[src/cet_pkg.sv]
/*
 cet_pkg: register map, field layout, reset values, timing constants and
 carrier types of the CAN fault-state, interrupt-flag and bit-timing block.
 assumes a 100 MHz aclk and a 32-bit AXI4-Lite register port.
*/
package cet_pkg;

	// ==================================================================
	// register map
	localparam logic [7:0]  OFS_FLAGS     = 8'h00;
	localparam logic [7:0]  OFS_ENABLES   = 8'h04;
	localparam logic [7:0]  OFS_COUNTERS  = 8'h08;
	localparam logic [7:0]  OFS_PRESCALE  = 8'h0C;
	localparam logic [7:0]  OFS_SEGMENTS  = 8'h10;
	localparam logic [15:0] FLAG_MASK     = 16'h00EF;
	localparam logic [7:0]  ENABLE_MASK   = 8'hEF;
	localparam logic [15:0] SEGMENTS_MASK = 16'h47FF;
	localparam logic [7:0]  RST_ENABLES   = 8'h00;
	localparam logic [7:0]  RST_PRESCALE  = 8'h00;
	localparam logic [15:0] RST_SEGMENTS  = 16'h0000;
	localparam logic [1:0]  RESP_OKAY     = 2'h0;
	localparam logic [1:0]  RESP_SLVERR   = 2'h2;

	// ==================================================================
	// field positions
	localparam int BIT_TX_BUS_OFF   = 13;
	localparam int BIT_TX_PASSIVE   = 12;
	localparam int BIT_RX_PASSIVE   = 11;
	localparam int BIT_TX_WARNING   = 10;
	localparam int BIT_RX_WARNING   = 9;
	localparam int BIT_ANY_WARNING  = 8;
	localparam int BIT_INVALID_MSG  = 7;
	localparam int BIT_WAKEUP       = 6;
	localparam int BIT_ERROR        = 5;
	localparam int BIT_FIFO_FULL    = 3;
	localparam int BIT_RX_OVERFLOW  = 2;
	localparam int BIT_RX_BUFFER    = 1;
	localparam int BIT_TX_BUFFER    = 0;
	localparam int BIT_LINE_FILTER  = 14;

	// ==================================================================
	// timing and fault confinement
	localparam int CLK_PERIOD_NS  = 10;
	localparam int WAKE_FILTER_NS = 500;
	localparam logic [6:0] WAKE_FILTER_CYCLES =
		7'((WAKE_FILTER_NS + CLK_PERIOD_NS - 1) / CLK_PERIOD_NS);
	localparam logic [3:0] PROC_TIME_TQ  = 4'h2;
	localparam logic [8:0] WARN_LIMIT    = 9'h060;
	localparam logic [8:0] PASSIVE_LIMIT = 9'h080;
	localparam logic [7:0] REC_RETURN    = 8'h7F;
	localparam logic [6:0] RECOVERY_LAST = 7'h7F;

	// ==================================================================
	// carrier types
	typedef struct packed {
		logic [1:0] jump_width;
		logic [5:0] quantum_prescaler;
		logic [2:0] phase2_length;
		logic       phase2_select;
		logic       triple_sample;
		logic [2:0] phase1_length;
		logic [2:0] propagation_length;
	} cet_timing_t;

	typedef struct packed {
		logic invalid_msg;
		logic fifo_almost_full;
		logic rx_overflow;
		logic rx_buffer;
		logic tx_buffer;
	} cet_evt_t;

	typedef struct packed {
		logic tx_error;
		logic tx_ok;
		logic rx_error;
		logic rx_error_major;
		logic rx_ok;
		logic idle_seq;
	} cet_fc_evt_t;

	typedef enum logic [1:0] {SEG_SYNC, SEG_PROP, SEG_PH1, SEG_PH2} cet_seg_t;

endpackage : cet_pkg

[src/cet_bit_timing.sv]
/*
 cet_bit_timing: quantum divider, bit segment sequencer with jump-width
 resynchronisation, and single or triple sampling of the bus line.
 assumes can_rx is synchronous to aclk and settings change only while idle.
*/
`timescale 1ns/10ps
module cet_bit_timing (
	input  wire logic                 aclk,            // module clock
	input  wire logic                 aresetn,         // sync reset, low
	input  wire cet_pkg::cet_timing_t cfg,             // timing settings
	input  wire logic                 can_rx,          // bus, 1 = recessive
	output logic                      sample_strobe_r, // pulse at sample
	output logic                      sample_bit_r,    // sampled value
	output logic                      bit_start_r      // pulse at sync
);
	logic [6:0]        pre_cnt_r;
	logic              tq_tick;
	cet_pkg::cet_seg_t seg_r;
	logic [3:0]        tq_cnt_r;
	logic [3:0]        ext_r;
	logic              resynced_r;
	logic              rx_prev_r;
	logic [1:0]        hist_r;
	logic [3:0]        jw;
	logic [3:0]        ph1_len;
	logic [3:0]        ph2_len;
	logic [3:0]        seg_len;
	logic              seg_last;
	logic              edge_fall;

	// ==================================================================
	// quantum divider
	assign tq_tick = (pre_cnt_r == {cfg.quantum_prescaler, 1'b1});

	always_ff @(posedge aclk)
	begin
		if (!aresetn || tq_tick)
			pre_cnt_r <= 7'h00;
		else
			pre_cnt_r <= pre_cnt_r + 7'h01;
	end

	// ==================================================================
	// segment lengths
	assign jw      = {2'b00, cfg.jump_width} + 4'h1;
	assign ph1_len = {1'b0, cfg.phase1_length} + 4'h1;

	always_comb
	begin
		if (cfg.phase2_select)
			ph2_len = {1'b0, cfg.phase2_length} + 4'h1;
		else if (ph1_len > cet_pkg::PROC_TIME_TQ)
			ph2_len = ph1_len;
		else
			ph2_len = cet_pkg::PROC_TIME_TQ;
		case (seg_r)
			cet_pkg::SEG_SYNC: seg_len = 4'h1;
			cet_pkg::SEG_PROP: seg_len = {1'b0, cfg.propagation_length} + 4'h1;
			cet_pkg::SEG_PH1:  seg_len = ph1_len + ext_r;
			cet_pkg::SEG_PH2:  seg_len = ph2_len;
			default:           seg_len = 4'h1;
		endcase
	end

	assign seg_last  = (tq_cnt_r == seg_len - 4'h1);
	// one resync per bit, and only on a recessive-to-dominant edge
	assign edge_fall = tq_tick && rx_prev_r && !can_rx && !resynced_r &&
		(seg_r != cet_pkg::SEG_SYNC);

	// ==================================================================
	// segment sequencer
	always_ff @(posedge aclk)
	begin
		if (!aresetn)
		begin
			seg_r      <= cet_pkg::SEG_SYNC;
			tq_cnt_r   <= 4'h0;
			ext_r      <= 4'h0;
			resynced_r <= 1'b0;
		end
		else if (tq_tick)
		begin
			if (edge_fall && seg_r == cet_pkg::SEG_PH2 &&
				(ph2_len - tq_cnt_r) <= jw)
			begin
				// early edge: phase 2 cut short, edge taken as sync quantum
				seg_r      <= cet_pkg::SEG_PROP;
				tq_cnt_r   <= 4'h0;
				resynced_r <= 1'b1;
			end
			else
			begin
				if (edge_fall && seg_r != cet_pkg::SEG_PH2)
				begin
					ext_r      <= jw;
					resynced_r <= 1'b1;
				end
				if (seg_last)
				begin
					tq_cnt_r <= 4'h0;
					case (seg_r)
						cet_pkg::SEG_SYNC: seg_r <= cet_pkg::SEG_PROP;
						cet_pkg::SEG_PROP: seg_r <= cet_pkg::SEG_PH1;
						cet_pkg::SEG_PH1:  seg_r <= cet_pkg::SEG_PH2;
						default:
						begin
							seg_r      <= cet_pkg::SEG_SYNC;
							ext_r      <= 4'h0;
							resynced_r <= 1'b0;
						end
					endcase
				end
				else
					tq_cnt_r <= tq_cnt_r + 4'h1;
			end
		end
	end

	// ==================================================================
	// sampling
	always_ff @(posedge aclk)
	begin
		if (!aresetn)
		begin
			rx_prev_r       <= 1'b1;
			hist_r          <= 2'h3;
			sample_strobe_r <= 1'b0;
			sample_bit_r    <= 1'b1;
			bit_start_r     <= 1'b0;
		end
		else
		begin
			sample_strobe_r <= tq_tick && seg_last &&
				seg_r == cet_pkg::SEG_PH1;
			bit_start_r     <= tq_tick && seg_last &&
				seg_r == cet_pkg::SEG_PH2;
			if (tq_tick)
			begin
				rx_prev_r <= can_rx;
				hist_r    <= {hist_r[0], can_rx};
			end
			if (tq_tick && seg_last && seg_r == cet_pkg::SEG_PH1)
			begin
				if (cfg.triple_sample)
					sample_bit_r <= (hist_r[1] & hist_r[0]) |
						(hist_r[1] & can_rx) | (hist_r[0] & can_rx);
				else
					sample_bit_r <= can_rx;
			end
		end
	end
endmodule : cet_bit_timing

[src/cet_top.sv]
/*
 cet_top: AXI4-Lite register file with fault-state status, clear-only
 event flags and enables, error counters, wake-up detection and bit timing.
 assumes event inputs are one-cycle pulses synchronous to aclk.
*/
`timescale 1ns/10ps
module cet_top (
	input  wire logic                 aclk,         // 100 MHz clock
	input  wire logic                 aresetn,      // sync reset, low
	input  wire logic [7:0]           awaddr,       // write address
	input  wire logic                 awvalid,      // write address valid
	output logic                      awready,      // write address ready
	input  wire logic [31:0]          wdata,        // write data
	input  wire logic [3:0]           wstrb,        // write byte lanes
	input  wire logic                 wvalid,       // write data valid
	output logic                      wready,       // write data ready
	output logic [1:0]                bresp,        // write response
	output logic                      bvalid,       // write response valid
	input  wire logic                 bready,       // write response ready
	input  wire logic [7:0]           araddr,       // read address
	input  wire logic                 arvalid,      // read address valid
	output logic                      arready,      // read address ready
	output logic [31:0]               rdata,        // read data
	output logic [1:0]                rresp,        // read response
	output logic                      rvalid,       // read data valid
	input  wire logic                 rready,       // read data ready
	input  wire logic                 can_rx,       // bus line
	input  wire cet_pkg::cet_evt_t    evt,          // message events
	input  wire cet_pkg::cet_fc_evt_t fc_evt,       // confinement events
	output logic                      irq_req_r,    // enabled flag pending
	output logic                      tx_bus_off_r, // transmitter off
	output logic                      sample_strobe, // sample point pulse
	output logic                      sample_bit,    // sampled bus value
	output logic                      bit_start      // bit start pulse
);
	logic        aw_got_r;
	logic        w_got_r;
	logic [7:0]  wr_addr_r;
	logic [31:0] wr_data_r;
	logic [3:0]  wr_strb_r;
	logic        wr_go;
	logic [31:0] rd_data;
	logic        rd_ok;
	logic [15:0] flags_r;
	logic [15:0] flag_set;
	logic [15:0] flag_clr;
	logic [15:0] stat_r;
	logic [15:0] stat_d_r;
	logic [15:0] stat_nxt;
	logic [7:0]  enables_r;
	logic [7:0]  prescale_r;
	logic [15:0] segments_r;
	logic [8:0]  tec_r;
	logic [7:0]  rec_r;
	logic [8:0]  tec_nxt;
	logic [8:0]  rec_sum;
	logic [7:0]  rec_nxt;
	logic [7:0]  tec_view;
	logic [6:0]  recov_cnt_r;
	logic        rx_d_r;
	logic [6:0]  low_cnt_r;
	logic        wake_set;
	cet_pkg::cet_timing_t timing;

	// ==================================================================
	// write channels: address and data taken in either order
	assign wr_go = aw_got_r && w_got_r && !bvalid;

	always_ff @(posedge aclk)
	begin
		if (!aresetn)
		begin
			aw_got_r  <= 1'b0;
			w_got_r   <= 1'b0;
			awready   <= 1'b1;
			wready    <= 1'b1;
			bvalid    <= 1'b0;
			bresp     <= cet_pkg::RESP_OKAY;
			wr_addr_r <= 8'h00;
			wr_data_r <= 32'h0000_0000;
			wr_strb_r <= 4'h0;
		end
		else
		begin
			if (awvalid && awready)
			begin
				aw_got_r  <= 1'b1;
				awready   <= 1'b0;
				wr_addr_r <= {awaddr[7:2], 2'b00};
			end
			if (wvalid && wready)
			begin
				w_got_r   <= 1'b1;
				wready    <= 1'b0;
				wr_data_r <= wdata;
				wr_strb_r <= wstrb;
			end
			if (wr_go)
			begin
				bvalid <= 1'b1;
				case (wr_addr_r)
					cet_pkg::OFS_FLAGS, cet_pkg::OFS_ENABLES,
					cet_pkg::OFS_COUNTERS, cet_pkg::OFS_PRESCALE,
					cet_pkg::OFS_SEGMENTS: bresp <= cet_pkg::RESP_OKAY;
					default:               bresp <= cet_pkg::RESP_SLVERR;
				endcase
			end
			if (bvalid && bready)
			begin
				bvalid   <= 1'b0;
				aw_got_r <= 1'b0;
				w_got_r  <= 1'b0;
				awready  <= 1'b1;
				wready   <= 1'b1;
			end
		end
	end

	// ==================================================================
	// read channel
	always_comb
	begin
		rd_ok = 1'b1;
		case ({araddr[7:2], 2'b00})
			cet_pkg::OFS_FLAGS:    rd_data = {16'h0000, stat_r | flags_r};
			cet_pkg::OFS_ENABLES:  rd_data = {24'h00_0000, enables_r};
			cet_pkg::OFS_COUNTERS: rd_data = {16'h0000, tec_view, rec_r};
			cet_pkg::OFS_PRESCALE: rd_data = {24'h00_0000, prescale_r};
			cet_pkg::OFS_SEGMENTS: rd_data = {16'h0000, segments_r};
			default:
			begin
				rd_data = 32'h0000_0000;
				rd_ok   = 1'b0;
			end
		endcase
	end

	always_ff @(posedge aclk)
	begin
		if (!aresetn)
		begin
			arready <= 1'b1;
			rvalid  <= 1'b0;
			rdata   <= 32'h0000_0000;
			rresp   <= cet_pkg::RESP_OKAY;
		end
		else if (arvalid && arready)
		begin
			arready <= 1'b0;
			rvalid  <= 1'b1;
			rdata   <= rd_data;
			rresp   <= rd_ok ? cet_pkg::RESP_OKAY : cet_pkg::RESP_SLVERR;
		end
		else if (rvalid && rready)
		begin
			arready <= 1'b1;
			rvalid  <= 1'b0;
		end
	end

	// ==================================================================
	// configuration registers
	always_ff @(posedge aclk)
	begin
		if (!aresetn)
		begin
			enables_r  <= cet_pkg::RST_ENABLES;
			prescale_r <= cet_pkg::RST_PRESCALE;
			segments_r <= cet_pkg::RST_SEGMENTS;
		end
		else if (wr_go)
		begin
			if (wr_addr_r == cet_pkg::OFS_ENABLES && wr_strb_r[0])
				enables_r <= wr_data_r[7:0] & cet_pkg::ENABLE_MASK;
			if (wr_addr_r == cet_pkg::OFS_PRESCALE && wr_strb_r[0])
				prescale_r <= wr_data_r[7:0];
			if (wr_addr_r == cet_pkg::OFS_SEGMENTS)
			begin
				if (wr_strb_r[0])
					segments_r[7:0] <= wr_data_r[7:0];
				if (wr_strb_r[1])
					segments_r[15:8] <= wr_data_r[15:8] &
						cet_pkg::SEGMENTS_MASK[15:8];
			end
		end
	end

	assign timing = {prescale_r, segments_r[10:0]};

	// ==================================================================
	// wake-up detection; the filter rejects glitches shorter than its time
	assign wake_set = segments_r[cet_pkg::BIT_LINE_FILTER] ?
		(!can_rx && low_cnt_r == cet_pkg::WAKE_FILTER_CYCLES - 7'h01) :
		(rx_d_r && !can_rx);

	always_ff @(posedge aclk)
	begin
		if (!aresetn)
		begin
			rx_d_r    <= 1'b1;
			low_cnt_r <= 7'h00;
		end
		else
		begin
			rx_d_r <= can_rx;
			if (can_rx)
				low_cnt_r <= 7'h00;
			else if (low_cnt_r != cet_pkg::WAKE_FILTER_CYCLES)
				low_cnt_r <= low_cnt_r + 7'h01;
		end
	end

	// ==================================================================
	// fault confinement counters
	always_comb
	begin
		tec_nxt = tec_r;
		if (fc_evt.tx_error)
			tec_nxt = tec_r + 9'h008;
		else if (fc_evt.tx_ok && tec_r != 9'h000)
			tec_nxt = tec_r - 9'h001;
		rec_sum = {1'b0, rec_r};
		if (fc_evt.rx_error_major)
			rec_sum = rec_sum + 9'h008;
		else if (fc_evt.rx_error)
			rec_sum = rec_sum + 9'h001;
		else if (fc_evt.rx_ok && rec_sum >= cet_pkg::PASSIVE_LIMIT)
			rec_sum = {1'b0, cet_pkg::REC_RETURN};
		else if (fc_evt.rx_ok && rec_sum != 9'h000)
			rec_sum = rec_sum - 9'h001;
		rec_nxt = rec_sum[8] ? 8'hFF : rec_sum[7:0];
	end

	always_ff @(posedge aclk)
	begin
		if (!aresetn)
		begin
			tec_r       <= 9'h000;
			rec_r       <= 8'h00;
			recov_cnt_r <= 7'h00;
		end
		else if (tec_r[8])
		begin
			// bus-off: leave only after enough idle sequences
			if (fc_evt.idle_seq)
			begin
				recov_cnt_r <= recov_cnt_r + 7'h01;
				if (recov_cnt_r == cet_pkg::RECOVERY_LAST)
				begin
					tec_r <= 9'h000;
					rec_r <= 8'h00;
				end
			end
		end
		else
		begin
			tec_r       <= tec_nxt;
			rec_r       <= rec_nxt;
			recov_cnt_r <= 7'h00;
		end
	end

	assign tec_view = tec_r[8] ? 8'hFF : tec_r[7:0];

	// ==================================================================
	// fault-state status
	always_comb
	begin
		stat_nxt = 16'h0000;
		stat_nxt[cet_pkg::BIT_TX_BUS_OFF] = tec_r[8];
		stat_nxt[cet_pkg::BIT_TX_PASSIVE] = !tec_r[8] &&
			tec_r >= cet_pkg::PASSIVE_LIMIT;
		stat_nxt[cet_pkg::BIT_RX_PASSIVE] =
			{1'b0, rec_r} >= cet_pkg::PASSIVE_LIMIT;
		stat_nxt[cet_pkg::BIT_TX_WARNING] = tec_r >= cet_pkg::WARN_LIMIT &&
			tec_r < cet_pkg::PASSIVE_LIMIT;
		stat_nxt[cet_pkg::BIT_RX_WARNING] =
			{1'b0, rec_r} >= cet_pkg::WARN_LIMIT &&
			{1'b0, rec_r} < cet_pkg::PASSIVE_LIMIT;
		stat_nxt[cet_pkg::BIT_ANY_WARNING] =
			stat_nxt[cet_pkg::BIT_TX_WARNING] |
			stat_nxt[cet_pkg::BIT_RX_WARNING];
	end

	always_ff @(posedge aclk)
	begin
		if (!aresetn)
		begin
			stat_r       <= 16'h0000;
			stat_d_r     <= 16'h0000;
			tx_bus_off_r <= 1'b0;
		end
		else
		begin
			stat_r       <= stat_nxt;
			stat_d_r     <= stat_r;
			tx_bus_off_r <= stat_nxt[cet_pkg::BIT_TX_BUS_OFF];
		end
	end

	// ==================================================================
	// clear-only flags: software writes 0 to clear; a set in the same
	// cycle wins so no event is lost
	always_comb
	begin
		flag_set = 16'h0000;
		flag_set[cet_pkg::BIT_INVALID_MSG] = evt.invalid_msg;
		flag_set[cet_pkg::BIT_WAKEUP]      = wake_set;
		flag_set[cet_pkg::BIT_ERROR]       = |(stat_r & ~stat_d_r);
		flag_set[cet_pkg::BIT_FIFO_FULL]   = evt.fifo_almost_full;
		flag_set[cet_pkg::BIT_RX_OVERFLOW] = evt.rx_overflow;
		flag_set[cet_pkg::BIT_RX_BUFFER]   = evt.rx_buffer;
		flag_set[cet_pkg::BIT_TX_BUFFER]   = evt.tx_buffer;
		flag_clr = 16'h0000;
		if (wr_go && wr_addr_r == cet_pkg::OFS_FLAGS && wr_strb_r[0])
			flag_clr = {8'h00, ~wr_data_r[7:0]};
	end

	always_ff @(posedge aclk)
	begin
		if (!aresetn)
		begin
			flags_r   <= 16'h0000;
			irq_req_r <= 1'b0;
		end
		else
		begin
			flags_r   <= ((flags_r & ~flag_clr) | flag_set) &
				cet_pkg::FLAG_MASK;
			irq_req_r <= |(flags_r[7:0] & enables_r);
		end
	end

	// ==================================================================
	// bit timing engine
	cet_bit_timing u_timing (
		.aclk            (aclk),
		.aresetn         (aresetn),
		.cfg             (timing),
		.can_rx          (can_rx),
		.sample_strobe_r (sample_strobe),
		.sample_bit_r    (sample_bit),
		.bit_start_r     (bit_start)
	);
endmodule : cet_top

[config.mk]
export PLATFORM = sky130hd
export DESIGN_NAME = cet_top
export DESIGN_NICKNAME = d
export VERILOG_FILES = /design/src/cet_pkg.sv /design/src/cet_bit_timing.sv /design/src/cet_top.sv
export SDC_FILE = /design/constraint.sdc
export NUM_CORES = 1
export LEC_CHECK = 0
export BUFFER_PORTS_ARGS = -buffer_cell sky130_fd_sc_hd__buf_2
export CAP_MARGIN = 20
export CORE_MARGIN = 5
export CORE_UTILIZATION = 45
export CTS_BUF_LIST = sky130_fd_sc_hd__clkbuf_8
export DETAILED_ROUTE_END_ITERATION = 7
export PLACE_DENSITY = 0.66
export SLEW_MARGIN = 20
export SYNTH_ARGS = -nofsm -noshare
export SYNTH_HDL_FRONTEND = slang
export SYNTH_SLANG_ARGS = --single-unit
[constraint.sdc]
create_clock -name aclk -period 6.9 [get_ports aclk]
set_input_delay 0.345 -clock aclk [delete_from_list [all_inputs] [get_ports aclk]]
set_output_delay 0.345 -clock aclk [all_outputs]
set_load 0.05 [all_outputs]
* After elaboration in Yosys (flattened, before gate mapping)
Index checks and enable logic that the tools add are counted.
** Word-level totals
- Flip-flop bits (word level) :: 190
- Input bits :: 71
- Output and inout port bits :: 46
- Word-level logic and storage cells :: 199
** Operators by class
- Add/subtract/negate cells :: 16
- $lt $le $gt $ge :: 8
- Eq/ne operators :: 19
- Multiplexer cells :: 40
- Bitwise gates (word level) :: 16
- Reduce and logical (&&, ||, !) cells :: 61
** Operators with widths (count)
- two-way mux 9 bit :: 9
- case mux 16 bit (5 select lines) :: 1
- two-way mux 8 bit :: 6
- logical AND 1 bit :: 29
- two-way mux 4 bit :: 7
- equality test 6 x 2 -> 1 bit (second input constant) :: 4
- adder 7 x 1 -> 7 bit (second input constant) :: 3
- bitwise AND 16 bit :: 1
- bitwise AND 8 bit :: 2
- NOT 16 bit :: 1
- NOT 8 bit :: 2
- OR 16 x 8 -> 16 bit :: 1
- case mux 4 bit (4 select lines) :: 1
- OR reduction 16 bit :: 1
- adder 3 x 1 -> 4 bit (second input constant) :: 3
- equality test 6 x 1 -> 1 bit (second input constant) :: 2
- equality test 6 x 3 -> 1 bit (second input constant) :: 2
- AND reduction 3 bit :: 4
- two-way mux 1 bit :: 11
- AND reduction 2 bit :: 5
- OR reduction 5 bit :: 2
- adder 8 x 1 -> 9 bit (second input constant) :: 1
- adder 8 x 4 -> 9 bit (second input constant) :: 1
- adder 9 x 4 -> 9 bit (second input constant) :: 1
- other kinds (43) :: 60

* Logic depth before layout (Yosys ltp)
Gate-level depths: netlist (run 1).
- Depth in word-level cells :: 10
- Depth in mapped cells :: 16
- Mapped depth without buffers :: 16

* Hierarchy
From an unflattened synthesis (run 1), not the netlist that was laid out.
** Second synthesis, totals
- Cell total of the unflattened synthesis :: 907
- Area total of the unflattened synthesis :: 7604.8 sq um
** Modules (own cells, without submodules)
- cet_top :: instances 1, cells each 686, area an instance 5730.5 sq um, seq. area each 2482.4 sq um
- cet_bit_timing :: instances 1, cells each 221, area an instance 1874.3 sq um, seq. area each 460.4 sq um

* Worst setup path after synthesis (run 1)
Ideal clock, no wire load.
- Path kind :: reg2reg
- Start :: register segments_r[4]
- End :: register u_timing.seg_r[1]
- Library setup time :: 0.115 ns
- Arrival :: 3.397 ns
- Data required time :: 6.785 ns
- Slack :: 3.388 ns
- Stages on the path, launching flop included :: 17
- Path buffers :: 0
- Clock period less this slack :: 3.512 ns
- Path through :: dfxtp_1 -> inv_1 -> ha_1 -> nor4_1 -> nor3_2 -> ha_1 -> fa_1 -> inv_1 -> ha_1 -> nor2b_1 -> o21a_1 -> o21ai_0 -> nand4_1 -> nor2_1 -> a211o_2 -> a31oi_1 -> o21a_1
** Between the ends
- Cells in the longest elaborated chain, start to end :: 9
- Elaborated cells on any way between the ends :: 14
- Those cells by class :: 4 x add/sub; 2 x order compare; 1 x eq/ne; 4 x mux; 3 x reduce/logical
** Ends and longest elaborated chain
- start: declaration :: RTL line cet_top.sv:52 : logic [15:0] segments_r;
- start signal: assignment :: RTL line cet_top.sv:169 : segments_r <= cet_pkg::RST_SEGMENTS;
- start signal: assignment :: RTL line cet_top.sv:180 : segments_r[7:0] <= wr_data_r[7:0];
- adder 3 x 1 -> 4 bit * :: RTL line cet_bit_timing.sv:46 : assign ph1_len = {1'b0, cfg.phase1_length} + 4'h1;
- greater-than comparator 4 x 2 -> 1 bit :: RTL line cet_bit_timing.sv:52 : else if (ph1_len > cet_pkg::PROC_TIME_TQ)
- two-way mux 4 bit :: RTL line cet_bit_timing.sv:52
- two-way mux 4 bit :: RTL line cet_bit_timing.sv:50 : if (cfg.phase2_select)
- subtractor 4 bit or case mux 4 bit (4 select lines) (tied branches) :: RTL line cet_bit_timing.sv:84, cet_bit_timing.sv:56
- less-or-equal comparator 4 bit or subtractor 4 x 1 -> 4 bit (tied branches) :: RTL line cet_bit_timing.sv:84, cet_bit_timing.sv:65
- logical AND 1 bit or equality test 4 bit (tied branches) :: RTL line cet_bit_timing.sv:83, cet_bit_timing.sv:65
- nonzero test 2 bit (no source line)
- AND reduction 2 bit (no source line)
- end signal: assignment :: RTL line cet_bit_timing.sv:87 : seg_r <= cet_pkg::SEG_PROP;
- end signal: assignment :: RTL line cet_bit_timing.sv:102 : cet_pkg::SEG_SYNC: seg_r <= cet_pkg::SEG_PROP;
- end signal: assignment :: RTL line cet_bit_timing.sv:103 : cet_pkg::SEG_PROP: seg_r <= cet_pkg::SEG_PH1;
- end: declaration :: RTL line cet_bit_timing.sv:18 : cet_pkg::cet_seg_t seg_r;
Mark *: on every way between the ends. The rest lies on a longest branch, timed or not.
A chain may end at the register's enable or synchronous reset.

* Worst setup path after layout (run 1)
- Start :: register segments_r[4]
- End :: register u_timing.tq_cnt_r[2]
** Between the ends
- Cells in the longest elaborated chain, start to end :: 9
- Elaborated cells on any way between the ends :: 13
- Those cells by class :: 4 x add/sub; 2 x order compare; 1 x eq/ne; 5 x mux; 1 x reduce/logical
** Ends and longest elaborated chain
- adder 3 x 1 -> 4 bit * :: RTL line cet_bit_timing.sv:46
- greater-than comparator 4 x 2 -> 1 bit :: RTL line cet_bit_timing.sv:52
- two-way mux 4 bit :: RTL line cet_bit_timing.sv:52
- two-way mux 4 bit :: RTL line cet_bit_timing.sv:50
- case mux 4 bit (4 select lines) :: RTL line cet_bit_timing.sv:56 : case (seg_r)
- subtractor 4 x 1 -> 4 bit :: RTL line cet_bit_timing.sv:65 : assign seg_last = (tq_cnt_r == seg_len - 4'h1);
- equality test 4 bit :: RTL line cet_bit_timing.sv:65
- two-way mux 4 bit :: RTL line cet_bit_timing.sv:98 : if (seg_last)
- two-way mux 4 bit * :: RTL line cet_bit_timing.sv:83 : if (edge_fall && seg_r == cet_pkg::SEG_PH2 &&
- end signal: assignment :: RTL line cet_bit_timing.sv:114 : tq_cnt_r <= tq_cnt_r + 4'h1;
- end: declaration :: RTL line cet_bit_timing.sv:19 : logic [3:0] tq_cnt_r;
Marked as above.

==> flow_metrics.tcl, run 1 <==
set metrics [dict create \
    status "finished clean" \
    synthFlopType "dfxtp_1" \
    clkLatencyLatePin_ns 0.45 \
    port_buffers 72 \
    hold_viol 0 \
    netlist_top_cells_area "dfxtp_1 (38%), ha_1 (5.4%), mux2i_1 (4.9%)" \
    place_congestion 0.8752 \
    skew_ns 0.009953 \
    die_area_sq_um 19820 \
    cts_tree "done" \
    syn2layout_area_growth_pct 11.30 \
    period_share 0.5879 \
    r2r_start "segments_r[4]" \
    async_reset_ff_frac 0 \
    ys.warnings.count 0 \
    setup-violations-final 0 \
    final_cell_area_sq_um 8566 \
    crit_required_ns 7.22 \
    cts-root-buf "clkbuf_8" \
    grt_antenna_before_repair 2 \
    drt-total-wl_microns 18980 \
    rr_endpoint "u_timing.tq_cnt_r[2]" \
    synthTopCellsByCount "dfxtp_1 (147), nand2_1 (100), nor2_1 (87), a21oi_1 (64), o21ai_0 (54)" \
    cts.sink_count 147 \
    min_path_cells 2 \
    track_usage 0.1905 \
    reg2reg_depth 16 \
    grt-ovfl-total 0 \
    core_sq_um 16700 \
    fmax_mhz 246.5 \
    rrSetupSlack_ns 2.84 \
    final_max_slew_viol_count 0 \
    cp-end-kind "flip-flop" \
    dpl_cell_area_sq_um 8112 \
    drc 0 \
    whs_ns 0.09517 \
    whs_endpoint "wready" \
    nets 1073 \
    grt_max_degree 67 \
    fin_crit_ns 4.056 \
    cts_hold_buf 0 \
    yosysTopAreaCellShare 0.3824 \
    wire_per_inst_microns 15.79 \
    arrival_ns 4.38 \
    clock_tree.buffer_depth 2 \
    grt_pass1_wl_microns 30950 \
    final_layout_size_suffix_gt1_frac 0.1439 \
    vias_per_cell 5.457 \
    hold_start "wvalid" \
    initial_core_util 0.4608 \
    grt_pass1_vias 6199 \
    detail-route-antenna-nets 0 \
    synth_edf_count 0 \
    yosys.area.top_type "dfxtp_1" \
    die_w_microns 140.8 \
    ir_worst_vdd_v 0.0001397 \
    clk_pin_slew_worst_paths_ns 0.08 \
    core.rowCount 47 \
    ys_types 83 \
    worstSetupPathType "reg2reg" \
    vias 6559 \
    synth-seq-cells 147 \
    boundaryPins 117 \
    seq_area_frac_synth 0.3824 \
    cap_viol_max_count 0 \
    drt-initial-drc-count 437 \
    setup.worst_path.start_class "flip-flop" \
    die_y_microns 140.8 \
    cts_htree_levels 4 \
    p_leak_uw 0.003563 \
    synthCells 916 \
    cts_setup_buffers 0 \
    syn_area_per_cell_sq_um 8.402 \
    tightest_slew_ns 0.9094 \
    hold_class "in2reg" \
    ctsResizeCount 0 \
    relSlewSlack 0.3924 \
    first_pass_iters 5 \
    yosysMostFrequentCell "dfxtp_1" \
    p_per_area_nw_per_um2 244.6 \
    cp_max_fo 9 \
    tns_ns 0 \
    numCtsBuffers 17 \
    grt_setup_unrepaired "no" \
    syn_area_sq_um 7696 \
    dp_hpwl_microns 13950 \
]
stage by stage:
stage               total power [uW]  utilization  std cells  setup WS (ns)
finish                          2096       0.5129       1202          2.844
global route                    2199       0.5129       1202          2.606
CTS                             2109       0.5126       1200          2.850
detailed placement              1356       0.4857       1168          2.857
global placement                1350       0.4857       1168          2.931
floorplan                       1266            -        933          3.388
kinds of logic (layout without fill, tap and decap cells):
logic type | count (synthesis) | after routing | share of synthesized area
adder cells (fa/ha/maj) | 35 | 35 | 0.05885
XOR/XNOR | 40 | 40 | 0.04650
buffers and inverters | 110 | 157 | 0.06503
AND/OR/NAND/NOR | 331 | 331 | 0.2065
flip-flops | 147 | 147 | 0.3824
other | 1 | 20 | 0.0004873
multiplexers | 42 | 42 | 0.05674
AO/OA/AOI/OAI | 210 | 210 | 0.1836
state kept, by name, indices dropped and copies added, names as in the netlist, 5 cells and up:
register            cells
rec_r                   8
wr_data_r              12
tec_r                   9
enables_r               7
u_timing.pre_cnt_r      7
stat_r                  5
recov_cnt_r             7
segments_r             12
low_cnt_r               7
flags_r                 7
prescale_r              8
wr_addr_r               6
rdata                  16
stat_d_r                6
power breakdown:
part,switching (uW),leakage [uW],internal [uW]
sequential,57.7,0.00120,890
combinational,243,0.00214,149
clock,346,0.000225,410
total,647,0.00356,1450
routing by layer:
metal / track usage / vias to the layer above / share of wire
met1: 0.2666 / 3066 / 0.48
met5: 0 / - / 0
met4: 0.06017 / 0 / 0.018
li1: - / 3294 / -
met3: 0.03827 / 24 / 0.053
met2: 0.2964 / 175 / 0.45
critical path: stages (launching register included):
cell and delay [ns]:
dfxtp_1 0.51, inv_1 0.08, ha_1 0.30, nor4_1 0.29
nor3_2 0.10, ha_1 0.22, fa_1 0.50, inv_1 0.05
ha_1 0.28, nor2b_1 0.13, o21a_1 0.16, o21ai_0 0.14
nand4_1 0.13, nor2_1 0.52, a211o_2 0.26, and2_4 0.18
o32ai_2 0.09
worst max path at each step:
stage	startpoint	end	slack, ns	depth (start not counted)
floorplan	segments_r[4]	u_timing.seg_r[1]	3.39	16
global placement	segments_r[3]	u_timing.seg_r[1]	2.93	16
detailed placement	segments_r[3]	u_timing.tq_cnt_r[2]	2.86	16
CTS	segments_r[3]	u_timing.tq_cnt_r[2]	2.85	16
global route	segments_r[3]	u_timing.seg_r[1]	2.61	16
finish	segments_r[4]	u_timing.tq_cnt_r[2]	2.84	16
cell type report:
type	count	area (sq um)
fill	1659	8135
multi-input combinational	676	4323
sequential	147	2943
timing repair buffer	75	382.9
tap	220	275.3
clock buffer	18	247.7
clock inverter	14	201.4
inverter	50	187.7
antenna	2	5.005
placed cells by master (no fill, tap or decap), types with 4 or more instances in the layout:
cell and count:
inv_1 49, a211oi_1 5, a311oi_1 7, nor2_1 87, o21ai_0 54, nand3_1 33, nand2b_1 10, bufinv_16 4
nor3b_1 4, o21a_1 4, ha_1 33, nor2b_1 8, xor2_1 13, o311a_1 4, a21oi_1 64, buf_2 72
or3_1 9, and2_1 8, o22ai_1 5, nor4_1 6, dfxtp_1 147, conb_1 18, xnor2_1 26, a31oi_1 11
nand3b_1 4, mux2i_1 38, a22oi_1 14, and3_1 9, nand2_1 100, clkbuf_8 18, nand4_1 11, a21o_1 5
nor3_1 21
No activity file was read; power rests on OpenSTA's default activity.
==> run 2, diff against run 1 <==
--- a/config.mk
+++ b/config.mk
@@ -11,7 +11,7 @@
 export CORE_UTILIZATION = 45
 export CTS_BUF_LIST = sky130_fd_sc_hd__clkbuf_8
 export DETAILED_ROUTE_END_ITERATION = 7
-export PLACE_DENSITY = 0.66
+export PLACE_DENSITY = 0.68
 export SLEW_MARGIN = 20
 export SYNTH_ARGS = -nofsm -noshare
 export SYNTH_HDL_FRONTEND = slang
==> constraint.sdc (replaced) <==
create_clock -name aclk -period 3.25 [get_ports aclk]
set_input_delay 0.1625 -clock aclk [delete_from_list [all_inputs] [get_ports aclk]]
set_output_delay 0.1625 -clock aclk [all_outputs]
set_load 0.05 [all_outputs]
==> run 2 against run 1 <==
Compared with the run above:
- setup slack worse by 3.0 ns
- largest cell class unchanged
- non-clock buffer count grew 50
- sequential cell count is the same
- the run now ends with setup timing left
- via count increased by 4.0%
- clock skew increased by 0.0029 ns
- final cell count is 4.0% higher
==> flow_metrics.tcl, run 2 (synthesized netlist as in run 1, its figures left out) <==
set metrics [dict create \
    port_buffers 72 \
    drt-total-wl_microns 19810 \
    grt_setup_unrepaired "yes" \
    wire_per_inst_microns 15.85 \
    relSlewSlack 0.4317 \
    total_power_uw 4364 \
    cap_viol_max_count 0 \
    cts_tree "done" \
    hold_viol 0 \
    vias_per_cell 5.459 \
    utilization 0.5450 \
    final_cell_area_sq_um 9102 \
    critical-path-slowest-cell "fa_1" \
    numCtsBuffers 17 \
    largest_register_ffs 16 \
    power_switching_share 0.3327 \
    drt-initial-drc-count 388 \
    final_max_slew_viol_count 0 \
    syn2layout_area_growth_pct 18.27 \
    crit_chain "ha_4, and2_4, a21boi_4, o41ai_4, fa_1, inv_2, ha_4, nor2b_4, o21a_1, o21ai_1, nand4_1, o21ai_2, and2_4, o32ai_2" \
    grt_antenna_before_repair 0 \
    grt_pass1_vias 6521 \
    setup.worst_path.start_class "flip-flop" \
    die_y_microns 140.8 \
    layout_commonest_cell "dfxtp_1" \
    grt_pass1_wl_microns 32530 \
    cts-root-buf "clkbuf_8" \
    worstSetupPathType "reg2reg" \
    first_pass_iters 5 \
    wl_met1_microns 9080 \
    drc 0 \
    nets 1123 \
    cts_htree_levels 4 \
    period_share 1.034 \
    ir_worst_vdd_v 0.0002292 \
    track_usage 0.1998 \
    finalWorstSetupSlack_ns -0.1112 \
    final_layout_size_suffix_gt1_frac 0.1767 \
    core_sq_um 16700 \
    core.rowCount 47 \
    seq_power_share 0.461 \
    arrival_ns 3.69 \
    grt_max_degree 42 \
    fin_crit_ns 3.361 \
    power_frac_comb 0.210 \
    internal_power_uw 2912 \
    tns_ns -0.5831 \
    seqCellArea_sq_um 2950 \
    wl_met3_microns 1115 \
    dpl_cell_area_sq_um 8324 \
    top_regs "rdata: 16 flops, segments_r: 12 flops, wr_data_r: 12 flops" \
    final.fill_count 1584 \
    p_leak_uw 0.003803 \
    max_stage_delay_ns 0.49 \
    dp_hpwl_microns 14330 \
    setup-violations-final 7 \
    die_w_microns 140.8 \
    clk_pin_slew_worst_paths_ns 0.09 \
    cp-end-kind "flip-flop" \
    vias 6824 \
    status "finished, violations left" \
    num_antenna_cells 0 \
    hold_class "in2reg" \
    final_cell_mix "dfxtp_1 (145), nand2_1 (100), nor2_1 (84)" \
    highest_layer "met4" \
    pwr-share-clk 0.328 \
    place_worst_setup_slack_ns -0.1294 \
    detail-route-antenna-nets 0 \
    cp_max_fo 6 \
    crit_required_ns 3.58 \
    regMostFlops "rdata" \
    place_congestion 0.8752 \
    fmax_mhz 297.5 \
    grt-ovfl-total 0 \
    initial_core_util 0.4608 \
    multi_input_area_sq_um 4471 \
    p_per_area_nw_per_um2 479.5 \
    skew_ns 0.01287 \
    boundaryPins 117 \
    die_area_sq_um 19820 \
    violations "setup timing" \
    tightest_slew_ns 0.8525 \
    clkLatencyLatePin_ns 0.46 \
    cts.sink_count 147 \
    switchingPower_uw 1452 \
    wl_met2_microns 9284 \
    clock_tree.buffer_depth 2 \
]
## run 2: changes by cell type in the layout (fill, tap and decap cells not counted), sizes merged
| cell | before | now |
|---|---|---|
| buf | 75 | 97 |
| bufinv | 4 | 1 |
| clkinv | 3 | 4 |
| clkinvlp | 2 | 1 |
| diode | 2 | 0 |
| dlygate4sd3 | 0 | 28 |
| inv | 55 | 58 |
## run 2: through the flow
stage,instances,hold slack [ns]
finish,1250,0.03226
global route,1250,0.03046
CTS,1249,0.01206
detailed placement,1188,0.3776
global placement,1188,0.3736
floorplan,933,0.2629
## run 2: final cells by class
class,instances,share of cell area
Sequential cell,147,0.3241
Tap cell,220,0.03024
Multi-Input combinational cell,676,0.4911
Clock buffer,18,0.02722
Clock inverter,14,0.01567
Timing Repair Buffer,125,0.09100
Inverter,50,0.02062
## run 2: critical path: cells and delay by family, from the launching register on
family | cells | cell delay, ns
buffers and inverters | 1 | 0.08
DFF | 1 | 0.37
adders and majority gates | 3 | 0.85
AOI/OAI and AO/OA | 6 | 1.21
and+or+nand+nor | 4 | 0.71
## run 2: layer usage
| layer | vias to the layer above | global-route usage |
|---|---|---|
| met3 | 23 | 0.03996 |
| met1 | 3209 | 0.2747 |
| met2 | 205 | 0.3163 |
| li1 | 3387 | - |
| met4 | 0 | 0.06425 |
| met5 | - | 0 |
## run 2: final timing paths
| kind | start | endpoint | slack [ns] | cells past startpoint |
|---|---|---|---|---|
| setup reg to reg | segments_r[4] | u_timing.tq_cnt_r[2] | -0.11 | 14 |
| hold / removal | fc_evt[0] | recov_cnt_r[0] | 0.03 | 3 |
| hold reg to reg | wr_strb_r[1] | wr_strb_r[1] | 0.46 | 2 |
| setup / recovery | segments_r[4] | u_timing.tq_cnt_r[2] | -0.11 | 14 |
## run 2: power by group through the flow
| stage | Sequential, uW | Combinational [uW] | Clock [uW] |
|---|---|---|---|
| after floorplan | 2060 | 640 | 0 |
| after global placement | 2050 | 836 | 0 |
| after detailed placement | 2050 | 849 | 0 |
| after CTS | 2010 | 886 | 1450 |
| after global routing | 2030 | 1010 | 1530 |
| final | 2010 | 918 | 1430 |
## run 2: what timing repair did
action	in CTS	in global routing
pin swaps	14	7
gates resized for setup	6	8
buffers inserted	1	1
hold endpoints to repair	29	0
setup endpoints to repair	10	12
hold buffers	28	0
